$ cat src/hw/quadrature_phase_counter_pkg.sv
// Shared constants and carrier types of the quadrature phase counter
package quadrature_phase_counter_pkg;

  ////////////////////////////////////////////////////////////////////////////
  // Register byte offsets
  localparam logic [7:0] OFS_GATE = 8'h00;
  localparam logic [7:0] OFS_MODE = 8'h04;
  localparam logic [7:0] OFS_COND = 8'h08;
  localparam logic [7:0] OFS_CNT = 8'h0c;
  localparam logic [7:0] OFS_STAT = 8'h10;
  localparam logic [7:0] OFS_MASK = 8'h14;
  localparam logic [7:0] OFS_FLAG = 8'h18;

  ////////////////////////////////////////////////////////////////////////////
  // Field positions
  localparam int GATE_BIT = 0;
  localparam int MODE_RUN_BIT = 7;
  localparam int MODE_CLR_HI = 6;
  localparam int MODE_CLR_LO = 5;
  localparam int MODE_FILT_B_BIT = 3;
  localparam int MODE_FILT_A_BIT = 2;
  localparam int STAT_OVF_BIT = 0;
  localparam int STAT_UDF_BIT = 1;
  localparam int FLAG_BIT = 0;

  ////////////////////////////////////////////////////////////////////////////
  // Reset values and timing
  localparam logic [7:0] MODE_RST = 8'h00;
  localparam logic [7:0] COND_RST = 8'h00;
  localparam logic [15:0] CNT_RST = 16'h0000;
  localparam logic [1:0] STAT_RST = 2'h0;
  localparam logic [1:0] MASK_RST = 2'h0;
  localparam int FILT_LEN_DEF = 3;

  ////////////////////////////////////////////////////////////////////////////
  // Clear source selection
  typedef enum logic [1:0] {
    CLR_NONE = 2'h0,
    CLR_A_RISE = 2'h1,
    CLR_B_RISE = 2'h2,
    CLR_OFF = 2'h3
  } clr_sel_t;

  // Phase input pair and one counting step
  typedef struct packed {
    logic b;
    logic a;
  } phase_pair_t;

  typedef struct packed {
    logic inc;
    logic dec;
  } step_t;

endpackage

$ cat src/hw/phase_input_filter.sv
// Digital noise filter for one synchronised phase input
`timescale 1ns/1ns
module phase_input_filter #(
  parameter int FILT_LEN = quadrature_phase_counter_pkg::FILT_LEN_DEF
) (
  input wire logic pclk,
  input wire logic presetn,
  input wire logic clr,
  input wire logic en,
  input wire logic d,
  output logic q
);

  localparam int CW = $clog2(FILT_LEN + 1);
  localparam logic [CW-1:0] LAST = CW'(FILT_LEN - 1);

  logic stable_q;
  logic [CW-1:0] run_q;
  logic differs;

  assign differs = d != stable_q;
  // Bypass when the filter is disabled
  assign q = en ? stable_q : d;

  ////////////////////////////////////////////////////////////////////////////
  // New level is taken after FILT_LEN equal samples
  always_ff @(posedge pclk or negedge presetn)
  begin
    if (!presetn)
    begin
      stable_q <= 1'b0;
      run_q <= '0;
    end
    else if (clr)
    begin
      stable_q <= d;
      run_q <= '0;
    end
    else if (!differs)
      run_q <= '0;
    else if (run_q == LAST)
    begin
      stable_q <= d;
      run_q <= '0;
    end
    else
      run_q <= run_q + CW'(1);
  end

endmodule // phase_input_filter

$ cat src/hw/phase_step_decode.sv
// Edge and level decode of the two phase inputs into one step
`timescale 1ns/1ns
module phase_step_decode (
  input quadrature_phase_counter_pkg::phase_pair_t prev,
  input quadrature_phase_counter_pkg::phase_pair_t cur,
  input wire logic [7:0] cond_en,
  output logic [7:0] events,
  output quadrature_phase_counter_pkg::step_t step
);

  logic a_rise, a_fall, b_rise, b_fall;
  logic inc_any, dec_any;

  assign a_rise = cur.a & ~prev.a;
  assign a_fall = ~cur.a & prev.a;
  assign b_rise = cur.b & ~prev.b;
  assign b_fall = ~cur.b & prev.b;

  ////////////////////////////////////////////////////////////////////////////
  // Increment conditions, level taken before the edge
  assign events[7] = b_rise & ~prev.a;
  assign events[6] = a_rise & prev.b;
  assign events[5] = b_fall & prev.a;
  assign events[4] = a_fall & ~prev.b;
  // Decrement conditions
  assign events[3] = a_fall & prev.b;
  assign events[2] = b_fall & ~prev.a;
  assign events[1] = a_rise & ~prev.b;
  assign events[0] = b_rise & prev.a;

  // Each condition gated by its own enable
  assign inc_any = |(events[7:4] & cond_en[7:4]); // RULE2 RULE4
  assign dec_any = |(events[3:0] & cond_en[3:0]); // RULE3 RULE4
  // Opposing steps in one cycle cancel
  assign step.inc = inc_any & ~dec_any; // RULE12
  assign step.dec = dec_any & ~inc_any; // RULE12

endmodule // phase_step_decode

$ cat src/hw/quadrature_phase_counter.sv
// Quadrature phase counter with APB registers and interrupt
// What this block does
// RULE1 - Counts up or down from the phase relation of inputs A and B, never a clock
// RULE2 - Adds one on B rise/A low, A rise/B high, B fall/A high, A fall/B low
// RULE3 - Subtracts one on A fall/B high, B fall/A low, A rise/B low, B rise/A high
// RULE4 - Eight enable bits gate the events; bits 7..4 up, bits 3..0 down
// RULE5 - A clear source setting leaves the counter never cleared automatically
// RULE6 - Each phase input has a digital filter that software can bypass
// RULE7 - Software may write a start value into the counter before counting
// RULE8 - Upward wrap raises overflow, downward wrap underflow, each with an enable
// RULE9 - Gate bit low holds the timer in reset and ignores its register writes
// RULE10 - Run bit 7 of the mode register stops at 0 and counts at 1
// RULE11 - An enabled overflow or underflow sets the request flag until software clears it
// RULE12 - Inputs are synchronised, edges found by comparing samples, one step per cycle
//
// The implementer's own choices: the register offsets and the APB slave port.
`timescale 1ns/1ns
module quadrature_phase_counter #(
  parameter int CNT_W = 16,
  parameter int FILT_LEN = quadrature_phase_counter_pkg::FILT_LEN_DEF
) (
  input wire logic pclk,
  input wire logic presetn,
  input wire logic psel,
  input wire logic penable,
  input wire logic pwrite,
  input wire logic [7:0] paddr,
  input wire logic [31:0] pwdata,
  output logic [31:0] prdata,
  output logic pready,
  output logic pslverr,
  input wire logic phase_input_a,
  input wire logic phase_input_b,
  output logic irq
);

  ////////////////////////////////////////////////////////////////////////////
  // Declarations
  logic gate_q;
  logic [7:0] mode_q;
  logic [7:0] count_condition_enable_q;
  logic [CNT_W-1:0] up_down_counter_q, up_down_counter_d;
  logic [1:0] stat_q, stat_d;
  logic [1:0] mask_q;
  logic timer_irq_request_flag_q, flag_d;
  logic [31:0] prdata_q, rd_mux;
  logic pslverr_q;
  quadrature_phase_counter_pkg::phase_pair_t sync1_q, sync2_q, filt, prev_q;
  quadrature_phase_counter_pkg::step_t step;
  quadrature_phase_counter_pkg::clr_sel_t clr_sel;
  logic [7:0] events;
  logic [1:0] filt_en;
  logic timer_rst, run, wr_acc, rd_setup, mapped;
  logic hit_gate, hit_mode, hit_cond, hit_cnt, hit_stat, hit_mask, hit_flag;
  logic wr_mode, wr_cond, wr_cnt, wr_stat, wr_mask, wr_flag;
  logic auto_clr, do_inc, do_dec, ovf, udf;
  logic [1:0] stat_set;
  logic flag_set;

  ////////////////////////////////////////////////////////////////////////////
  // APB decode
  assign hit_gate = paddr == quadrature_phase_counter_pkg::OFS_GATE;
  assign hit_mode = paddr == quadrature_phase_counter_pkg::OFS_MODE;
  assign hit_cond = paddr == quadrature_phase_counter_pkg::OFS_COND;
  assign hit_cnt = paddr == quadrature_phase_counter_pkg::OFS_CNT;
  assign hit_stat = paddr == quadrature_phase_counter_pkg::OFS_STAT;
  assign hit_mask = paddr == quadrature_phase_counter_pkg::OFS_MASK;
  assign hit_flag = paddr == quadrature_phase_counter_pkg::OFS_FLAG;
  assign mapped = hit_gate | hit_mode | hit_cond | hit_cnt | hit_stat | hit_mask | hit_flag;
  assign wr_acc = psel & penable & pwrite & mapped;
  assign rd_setup = psel & ~penable;
  // Timer registers take writes only while the clock gate is set
  assign wr_mode = wr_acc & hit_mode & gate_q; // RULE9
  assign wr_cond = wr_acc & hit_cond & gate_q;
  assign wr_cnt = wr_acc & hit_cnt & gate_q;
  assign wr_stat = wr_acc & hit_stat & gate_q;
  assign wr_mask = wr_acc & hit_mask & gate_q;
  assign wr_flag = wr_acc & hit_flag & gate_q;

  // Read data, timer registers read as zero while gated off
  assign rd_mux = hit_gate ? {31'h0, gate_q} :
                  !gate_q ? 32'h0 :
                  hit_mode ? {24'h0, mode_q} :
                  hit_cond ? {24'h0, count_condition_enable_q} :
                  hit_cnt ? 32'(up_down_counter_q) :
                  hit_stat ? {30'h0, stat_q} :
                  hit_mask ? {30'h0, mask_q} :
                  hit_flag ? {31'h0, timer_irq_request_flag_q} : 32'h0;

  assign pready = 1'b1;
  assign prdata = prdata_q;
  assign pslverr = pslverr_q;

  always_ff @(posedge pclk or negedge presetn)
  begin
    if (!presetn)
    begin
      prdata_q <= 32'h0;
      pslverr_q <= 1'b0;
    end
    else if (rd_setup)
    begin
      prdata_q <= pwrite ? 32'h0 : rd_mux;
      pslverr_q <= ~mapped;
    end
  end

  ////////////////////////////////////////////////////////////////////////////
  // Clock gate register, never itself held in reset
  always_ff @(posedge pclk or negedge presetn)
  begin
    if (!presetn)
      gate_q <= 1'b0;
    else if (wr_acc & hit_gate)
      gate_q <= pwdata[quadrature_phase_counter_pkg::GATE_BIT];
  end

  assign timer_rst = ~gate_q; // RULE9

  ////////////////////////////////////////////////////////////////////////////
  // Mode and condition enable registers
  always_ff @(posedge pclk or negedge presetn)
  begin
    if (!presetn)
    begin
      mode_q <= quadrature_phase_counter_pkg::MODE_RST;
      count_condition_enable_q <= quadrature_phase_counter_pkg::COND_RST;
      mask_q <= quadrature_phase_counter_pkg::MASK_RST;
    end
    else if (timer_rst)
    begin
      mode_q <= quadrature_phase_counter_pkg::MODE_RST; // RULE9
      count_condition_enable_q <= quadrature_phase_counter_pkg::COND_RST;
      mask_q <= quadrature_phase_counter_pkg::MASK_RST;
    end
    else
    begin
      if (wr_mode)
        mode_q <= pwdata[7:0];
      if (wr_cond)
        count_condition_enable_q <= pwdata[7:0]; // RULE4
      if (wr_mask)
        mask_q <= pwdata[1:0]; // RULE8
    end
  end

  assign run = mode_q[quadrature_phase_counter_pkg::MODE_RUN_BIT]; // RULE10
  assign clr_sel = quadrature_phase_counter_pkg::clr_sel_t'(
    mode_q[quadrature_phase_counter_pkg::MODE_CLR_HI:quadrature_phase_counter_pkg::MODE_CLR_LO]);
  assign filt_en = {mode_q[quadrature_phase_counter_pkg::MODE_FILT_B_BIT],
                    mode_q[quadrature_phase_counter_pkg::MODE_FILT_A_BIT]};

  ////////////////////////////////////////////////////////////////////////////
  // Two-stage synchroniser of the phase pins
  always_ff @(posedge pclk or negedge presetn)
  begin
    if (!presetn)
    begin
      sync1_q <= '0;
      sync2_q <= '0;
    end
    else
    begin
      sync1_q <= {phase_input_b, phase_input_a}; // RULE12
      sync2_q <= sync1_q;
    end
  end

  // Optional filter per input
  for (genvar i = 0; i < 2; i++)
  begin : g_filt
    phase_input_filter #(
      .FILT_LEN(FILT_LEN)
    ) u_filt (
      .pclk(pclk),
      .presetn(presetn),
      .clr(timer_rst),
      .en(filt_en[i]), // RULE6
      .d(sync2_q[i]),
      .q(filt[i])
    );
  end

  // Previous sample for edge detection, tracked even while stopped
  always_ff @(posedge pclk or negedge presetn)
  begin
    if (!presetn)
      prev_q <= '0;
    else
      prev_q <= filt; // RULE12
  end

  phase_step_decode u_dec (
    .prev(prev_q),
    .cur(timer_rst ? prev_q : filt),
    .cond_en(count_condition_enable_q),
    .events(events),
    .step(step)
  );

  ////////////////////////////////////////////////////////////////////////////
  // Counter
  assign do_inc = run & step.inc; // RULE1 RULE10
  assign do_dec = run & step.dec; // RULE1 RULE10
  assign ovf = do_inc & (&up_down_counter_q); // RULE8
  assign udf = do_dec & ~(|up_down_counter_q); // RULE8
  // CLR_NONE and CLR_OFF never clear the counter
  assign auto_clr = run & ((clr_sel == quadrature_phase_counter_pkg::CLR_A_RISE
                            & filt.a & ~prev_q.a) |
                           (clr_sel == quadrature_phase_counter_pkg::CLR_B_RISE
                            & filt.b & ~prev_q.b)); // RULE5

  always_comb
  begin
    up_down_counter_d = up_down_counter_q;
    if (wr_cnt)
      up_down_counter_d = pwdata[CNT_W-1:0]; // RULE7
    else if (auto_clr)
      up_down_counter_d = '0;
    else if (do_inc)
      up_down_counter_d = up_down_counter_q + CNT_W'(1); // RULE2
    else if (do_dec)
      up_down_counter_d = up_down_counter_q - CNT_W'(1); // RULE3
  end

  always_ff @(posedge pclk or negedge presetn)
  begin
    if (!presetn)
      up_down_counter_q <= CNT_W'(quadrature_phase_counter_pkg::CNT_RST);
    else if (timer_rst)
      up_down_counter_q <= CNT_W'(quadrature_phase_counter_pkg::CNT_RST); // RULE9
    else
      up_down_counter_q <= up_down_counter_d;
  end

  ////////////////////////////////////////////////////////////////////////////
  // Sticky status, request flag and interrupt, set wins over clear
  assign stat_set = {udf & ~wr_cnt, ovf & ~wr_cnt};
  assign flag_set = |(stat_set & mask_q); // RULE11

  always_comb
  begin
    stat_d = stat_q;
    flag_d = timer_irq_request_flag_q;
    if (wr_stat)
      stat_d = stat_q & ~pwdata[1:0];
    stat_d = stat_d | stat_set; // RULE8
    if (wr_flag & pwdata[quadrature_phase_counter_pkg::FLAG_BIT])
      flag_d = 1'b0;
    flag_d = flag_d | flag_set; // RULE11
  end

  always_ff @(posedge pclk or negedge presetn)
  begin
    if (!presetn)
    begin
      stat_q <= quadrature_phase_counter_pkg::STAT_RST;
      timer_irq_request_flag_q <= 1'b0;
    end
    else if (timer_rst)
    begin
      stat_q <= quadrature_phase_counter_pkg::STAT_RST;
      timer_irq_request_flag_q <= 1'b0;
    end
    else
    begin
      stat_q <= stat_d;
      timer_irq_request_flag_q <= flag_d;
    end
  end

  assign irq = |(stat_q & mask_q);
endmodule // quadrature_phase_counter

$ cat config.mk
export PLATFORM = sky130hd
export DESIGN_NAME = quadrature_phase_counter
export DESIGN_NICKNAME = d
export VERILOG_FILES = /design/src/hw/quadrature_phase_counter_pkg.sv /design/src/hw/phase_input_filter.sv /design/src/hw/phase_step_decode.sv /design/src/hw/quadrature_phase_counter.sv
export SDC_FILE = /design/constraint.sdc
export NUM_CORES = 1
export LEC_CHECK = 0
export BUFFER_PORTS_ARGS = -buffer_cell sky130_fd_sc_hd__buf_2
export CORE_MARGIN = 2
export CORE_UTILIZATION = 30
export DETAILED_ROUTE_END_ITERATION = 6
export PLACE_DENSITY_LB_ADDON = 0.15
export SETUP_SLACK_MARGIN = 0.1
export SYNTH_ARGS = -nofsm -noshare
export SYNTH_HDL_FRONTEND = slang
export SYNTH_SLANG_ARGS = --single-unit
$ cat constraint.sdc
create_clock -name pclk -period 4 [get_ports pclk]
set_clock_uncertainty 0.15 [all_clocks]
set_input_delay 0.4 -clock pclk [delete_from_list [all_inputs] [get_ports pclk]]
set_output_delay 0.4 -clock pclk [all_outputs]
set_load 0.01 [all_outputs]
# == Word-level counts from Yosys, hierarchy flattened ==
# Index checks and enable logic that the tools add are counted.
# W data, S select, Z words.
# op_classes
bitwise_logic,68
magnitude_cmp,0
multipliers,0
mux,39
n_shift,0
addsub,4
div,0
eq_ne,20
n_reduce_logical,9
# ops
cell,count
$mux W16,11
$and A1 B1 Y1,43
$mux W8,4
$mux W2,13
$eq A8 B5 Y1 const B,3
$add A16 B1 Y16 const B,1
$eq A8 B4 Y1 const B,2
$reduce_and A16 Y1,1
$reduce_or A16 Y1,1
$sub A16 B1 Y16 const B,1
$ne A2 B1 Y1 const B,7
$mux W1,11
$not A1 Y1,10
$and A4 B4 Y4,2
$eq A8 B3 Y1 const B,1
$logic_not A8 Y1,1
$or A1 B1 Y1,8
$reduce_or A4 Y1,2
$and A2 B2 Y2,3
$eq A2 B2 Y1 const B,3
$ne A5 B1 Y1 const B,1
$add A2 B1 Y2 const B,2
$reduce_and A2 Y1,2
$reduce_or A2 Y1,2
4 further kinds,5
# totals
latch_bits,0
rom_bits,0
mem_count,0
regBits,83
wordCells,159
mem_bits_rw,0

# == Logic depth before layout (Yosys ltp) ==
# depth
ltp_word,16
depth_mapped,14

# == Hierarchy ==
# A second synthesis with hierarchy kept.
# hier_totals
hier_cells,465
hier_area_um2,4319.1
# by_module_without_submodules
mod,n_inst,area_per_inst_um2,cells_per_inst,seq_area_each_um2
quadrature_phase_counter,1,3883.7,421,1526.5
phase_input_filter,2,128.9,11,75.1
phase_step_decode,1,177.7,22,0.0

# == Worst setup path before layout ==
# OpenSTA, ideal clock, no wires.
# synth_timing
path_kind,register to register
startpoint,register mode_q[2]
endpoint,register up_down_counter_q[15]
required_time_ps,3723
synth_period_minus_slack_ps,3858
t_arrival_ps,3581
setup_ps,127
path_stages_with_launch,13
slack_ps,142
path_buffers,0
cell_sequence,dfrtp_1 mux2i_2 o221ai_1 a211oi_4 nand2_1 ha_1 a21o_1 a21o_1 a311o_1 and3_1 o41ai_2 mux2i_1 o211ai_2
# synth_between
elab_chain_len,14
word_cells_on_any_way,28
classes_between,eq/ne: 1; mux: 6; bitwise: 19; reduce/logical: 2
# synth_lines
element,line,text
"start, declared",quadrature_phase_counter.sv:40,logic [7:0] mode_q;
"start signal, assigned",quadrature_phase_counter.sv:126,mode_q <= quadrature_phase_counter_pkg::MODE_RST;
"start signal, assigned",quadrature_phase_counter.sv:132,mode_q <= quadrature_phase_counter_pkg::MODE_RST;
"start signal, assigned",quadrature_phase_counter.sv:139,mode_q <= pwdata[7:0];
$mux W1 *,phase_input_filter.sv:23,assign q = en ? stable_q : d;
$mux W2,quadrature_phase_counter.sv:195,".cur(timer_rst ? prev_q : filt),"
$not A1 Y1,phase_step_decode.sv:15,assign a_fall = ~cur.a & prev.a;
$and A1 B1 Y1,phase_step_decode.sv:15,
$and A1 B1 Y1,phase_step_decode.sv:26,assign events[3] = a_fall & prev.b;
$and A4 B4 Y4,phase_step_decode.sv:33,assign dec_any = |(events[3:0] & cond_en[3:0]);
$reduce_or A4 Y1,phase_step_decode.sv:33,
$not A1 Y1,phase_step_decode.sv:35,assign step.inc = inc_any & ~dec_any;
$and A1 B1 Y1,phase_step_decode.sv:35,
$and A1 B1 Y1,quadrature_phase_counter.sv:203,assign do_inc = run & step.inc;
$mux W16,quadrature_phase_counter.sv:220,else if (do_inc)
$mux W16,quadrature_phase_counter.sv:218,else if (auto_clr)
$mux W16,quadrature_phase_counter.sv:216,if (wr_cnt)
$mux W16,quadrature_phase_counter.sv:230,else if (timer_rst)
"end signal, assigned",quadrature_phase_counter.sv:229,up_down_counter_q <= CNT_W'(quadrature_phase_counter_pkg::CNT_RST);
"end signal, assigned",quadrature_phase_counter.sv:231,up_down_counter_q <= CNT_W'(quadrature_phase_counter_pkg::CNT_RST);
"end signal, assigned",quadrature_phase_counter.sv:233,up_down_counter_q <= up_down_counter_d;
"end, declared",quadrature_phase_counter.sv:42,"logic [CNT_W-1:0] up_down_counter_q, up_down_counter_d;"
# Every way passes the cells marked *; elsewhere a longest branch is shown, timed or not.
# A chain may end at the register's enable or synchronous reset.

# == Worst setup path in the final report ==
# layout_timing
startpoint,register mode_q[3]
endpoint,register up_down_counter_q[14]
# layout_between
elab_chain_len,14
word_cells_on_any_way,28
classes_between,eq/ne: 1; mux: 6; bitwise: 19; reduce/logical: 2
# layout_lines
element,line,text
$mux W1 *,phase_input_filter.sv:23,
via g_filt[1].u_filt.q,phase_input_filter.sv:11,output logic q
$mux W2,quadrature_phase_counter.sv:195,
$not A1 Y1,phase_step_decode.sv:17,assign b_fall = ~cur.b & prev.b;
$and A1 B1 Y1,phase_step_decode.sv:17,
$and A1 B1 Y1,phase_step_decode.sv:27,assign events[2] = b_fall & ~prev.a;
$and A4 B4 Y4,phase_step_decode.sv:33,
$reduce_or A4 Y1,phase_step_decode.sv:33,
$not A1 Y1,phase_step_decode.sv:35,
$and A1 B1 Y1,phase_step_decode.sv:35,
$and A1 B1 Y1,quadrature_phase_counter.sv:203,
$mux W16,quadrature_phase_counter.sv:220,
$mux W16,quadrature_phase_counter.sv:218,
$mux W16,quadrature_phase_counter.sv:216,
$mux W16,quadrature_phase_counter.sv:230,
# Mark *: on every way through the listed nets, which the timed path passes. The rest lies on a longest branch.

==> flow_summary.json <==
{
  "io_buffers": 48,
  "coreArea_um2": 13770,
  "leakagePower_nw": 2.283,
  "cts.clk_slew.worst_paths_ns": 0.06,
  "worstPathCellList": "mux2i_4 > inv_2 > o221a_4 > a211oi_4 > nand2_4 > ha_1 > and3b_1 > o311a_1 > a211o_1 > a21oi_1 > a21oi_1 > xnor2_1 > a211oi_1",
  "yosysUniqueCellTypes": 65,
  "dp.cells": 662,
  "yosysSeqAreaShare_pct": 39.92,
  "yosysWarnings": 0,
  "crit_required_ns": 4.08,
  "setup_slack_ns": 0.2622,
  "maxCapViolations": 0,
  "slowest_delay_ns": 0.40,
  "antennaDiodeCount": 0,
  "slew_headroom_pct": 34.35,
  "period_share_pct": 93.44,
  "rsz0062_at_grt": "yes",
  "stdcell_count": 680,
  "grt_pass1_vias": 3424,
  "grt_overflow": 0,
  "yosysTopAreaCell": "dfrtp_1",
  "rows": 43,
  "fin_crit_ns": 3.738,
  "path_max_fanout": 6,
  "power_density_nw_per_um2": 342.7,
  "dp_hpwl_um": 8467,
  "dr.max_layer_used": "met4",
  "synth_top_family_by_area": "simple AND/OR/NAND/NOR gates",
  "fin_tns_setup_ns": 0,
  "cp_slowest_cell": "dfrtp_1",
  "synth_top_area_share_pct": 39.92,
  "grt_pass1_wl_um": 19100,
  "synthMuxAreaShare_pct": 8.043,
  "cts_tree": "done",
  "gp_congestion": 0.7968,
  "worst_pin_slew_ns": 0.9772,
  "antenna_found_initial": 0,
  "vias": 3489,
  "wl_met3_um": 433,
  "track_usage_pct": 16.79,
  "clock_sinks": 67,
  "cpMostUsedCell": "a21oi_1",
  "path_class": "reg2reg",
  "worstSetupStartpointType": "flip-flop",
  "clock_tree.buffer_depth": 2,
  "ant_nets": 0,
  "nNetsFinal": 559,
  "ioPinCount": 82,
  "drc": 0,
  "clk_latency_ns": 0.34,
  "area_growth_pct": 18.47,
  "synth_common_cells": "dfrtp_1, nor2_1, nand2_1",
  "ys_seq_elements": 67,
  "cts_hold_buf": 0,
  "drt-total-wl_um": 11680,
  "start_util_pct": 30.50,
  "synth_area_leaders": "dfrtp_1, mux2i_1, ha_1",
  "synth_compound_gate_area_share_pct": 18.68,
  "fillers": 1439,
  "place_ws_ns": 0.01615,
  "max_freq_mhz": 267.5,
  "synth.avg_cell_area_um2": 9.568,
  "met2_length_um": 5265,
  "utilization_pct": 36.13,
  "synth_xor_area_share_pct": 2.919,
  "drt-wirelength-per-cell_um": 17.18,
  "async_flop_share_pct": 100.0,
  "synthesis.instances": 439,
  "synthFlopType": "dfrtp_1",
  "drt-met1-wl_um": 5696,
  "peakVddDrop_mv": 0.2114,
  "drv_slew": 0,
  "crit_arrival_ns": 3.82,
  "synth_simple_gate_area_share_pct": 19.60,
  "drt_iter0_drc": 278,
  "synth_enable_flop_cells": 0,
  "cp-end-kind": "flip-flop",
  "clockRootBuffer": "clkbuf_16",
  "synthAdderAreaFrac_pct": 5.243,
  "dieHeight_um": 122.3,
  "finalSetupViolations": 0,
  "synth_most_common_cell": "dfrtp_1",
  "status": "complete, no violations",
  "totalPowerFinal_w": 0.001706,
  "hold_viol_final": 0,
  "first_pass_iters": 4,
  "viasPerCell": 5.131,
  "min_path_type": "in2reg",
  "cts.htree.levels": 3,
  "die_x_um": 122.3,
  "synth_area_um2": 4200,
  "dieArea_um2": 14960,
  "cts_buffers": 9,
  "drive_gt1_share_pct": 21.60,
  "grt_max_degree": 40
}
-- cell usage in the layout, fill, tap and decap left out, types with 7 or more instances in the layout --
| cell | n |
|---|---|
| dfrtp_1 | 67 |
| buf_2 | 48 |
| a22oi_1 | 7 |
| inv_1 | 10 |
| ha_1 | 16 |
| xnor2_1 | 11 |
| a21oi_1 | 31 |
| clkbuf_16 | 9 |
| nand3_1 | 8 |
| o21ai_0 | 12 |
| o21ai_1 | 10 |
| buf_4 | 12 |
| nand2_1 | 36 |
| nand2b_1 | 9 |
| mux2i_1 | 22 |
| a22o_1 | 10 |
| nor3_1 | 7 |
| conb_1 | 17 |
| mux2_2 | 8 |
| nor2_1 | 46 |
| nor4_1 | 9 |
-- timing repair --
item	4_1_cts	5_1_grt
cloned	0	1
buffers inserted	0	1
setup endpoints to repair	4	5
endpoints found under the hold margin	0	0
pin swaps	0	2
gates resized for setup	1	5
-- per-layer routing --
metal,up-vias,global-route usage (%)
li1,1693,-
met1,1692,23.41
met2,81,25.73
met3,23,3.392
met4,0,6.106
met5,-,0
-- critical path: cells and delay by family, from the launching register on --
kind	cells	cell delay, ns
adders and majority gates	1	0.35
DFF	1	0.40
muxes	1	0.30
xor gates and xnor gates	1	0.13
buffers and inverters	1	0.10
AOI/OAI and AO/OA	7	1.81
and+or+nand+nor	2	0.36
-- where the power goes --
part	internal, W	total [W]	switching (W)	leakage (nW)
Combinational	0.0000624	0.000157	0.0000942	1.22
Clock	0.000546	0.000852	0.000306	0.153
Sequential	0.000686	0.000697	0.0000109	0.915
Total	0.00129	0.00171	0.000411	2.28
-- registers in the layout, indices dropped and copies added, names as in the netlist --
name	cells
mode_q	8
prev_q	2
pslverr	1
g_filt.u_filt.stable_q	2
sync1_q	2
up_down_counter_q	16
stat_q	2
timer_irq_request_flag_q	1
g_filt.u_filt.run_q	4
mask_q	2
sync2_q	2
prdata	16
gate_q	1
count_condition_enable_q	8
-- path summary, 6_finish.rpt --
| kind | from | to | slack (ns) | depth (start not counted) |
|---|---|---|---|---|
| setup / recovery | mode_q[3] | up_down_counter_q[14] | 0.26 | 13 |
| hold / removal | phase_input_b | sync1_q[1] | 0.01 | 1 |
| setup reg to reg | mode_q[3] | up_down_counter_q[14] | 0.26 | 13 |
| hold reg to reg | sync1_q[1] | sync2_q[1] | 0.20 | 0 |
| max in group asynchronous | presetn | mode_q[4] | 2.69 | 2 |
| min in group asynchronous | presetn | prdata[3] | 0.05 | 1 |
-- area by class of cell --
class | count | area, um2 | area share [%]
repair buffers | 60 | 330.3 | 6.638
multi-input cells | 346 | 2384 | 47.90
inverters | 11 | 41.29 | 0.8298
well taps | 180 | 225.2 | 4.526
flip-flops and latches | 67 | 1677 | 33.69
clock inverters | 6 | 90.09 | 1.810
clock buffers | 10 | 229.0 | 4.601
-- metrics by stage --
step	cell area, um2	hold slack, ns
floorplan	4257	-0.04559
global placement	4618	0.1818
CTS	4940	0.004548
global route	4976	0.003558
finish	4976	0.01367
detailed placement	4618	0.1847
-- cells by family after synthesis --
| family | Yosys count |
|---|---|
| buffers and inverters | 42 |
| AOI/OAI and AO/OA | 110 |
| DFF | 67 |
| xor gates and xnor gates | 14 |
| other | 2 |
| and+or+nand+nor | 155 |
| muxes | 32 |
| adders and majority gates | 17 |
Power figures use the tool's default switching activity.
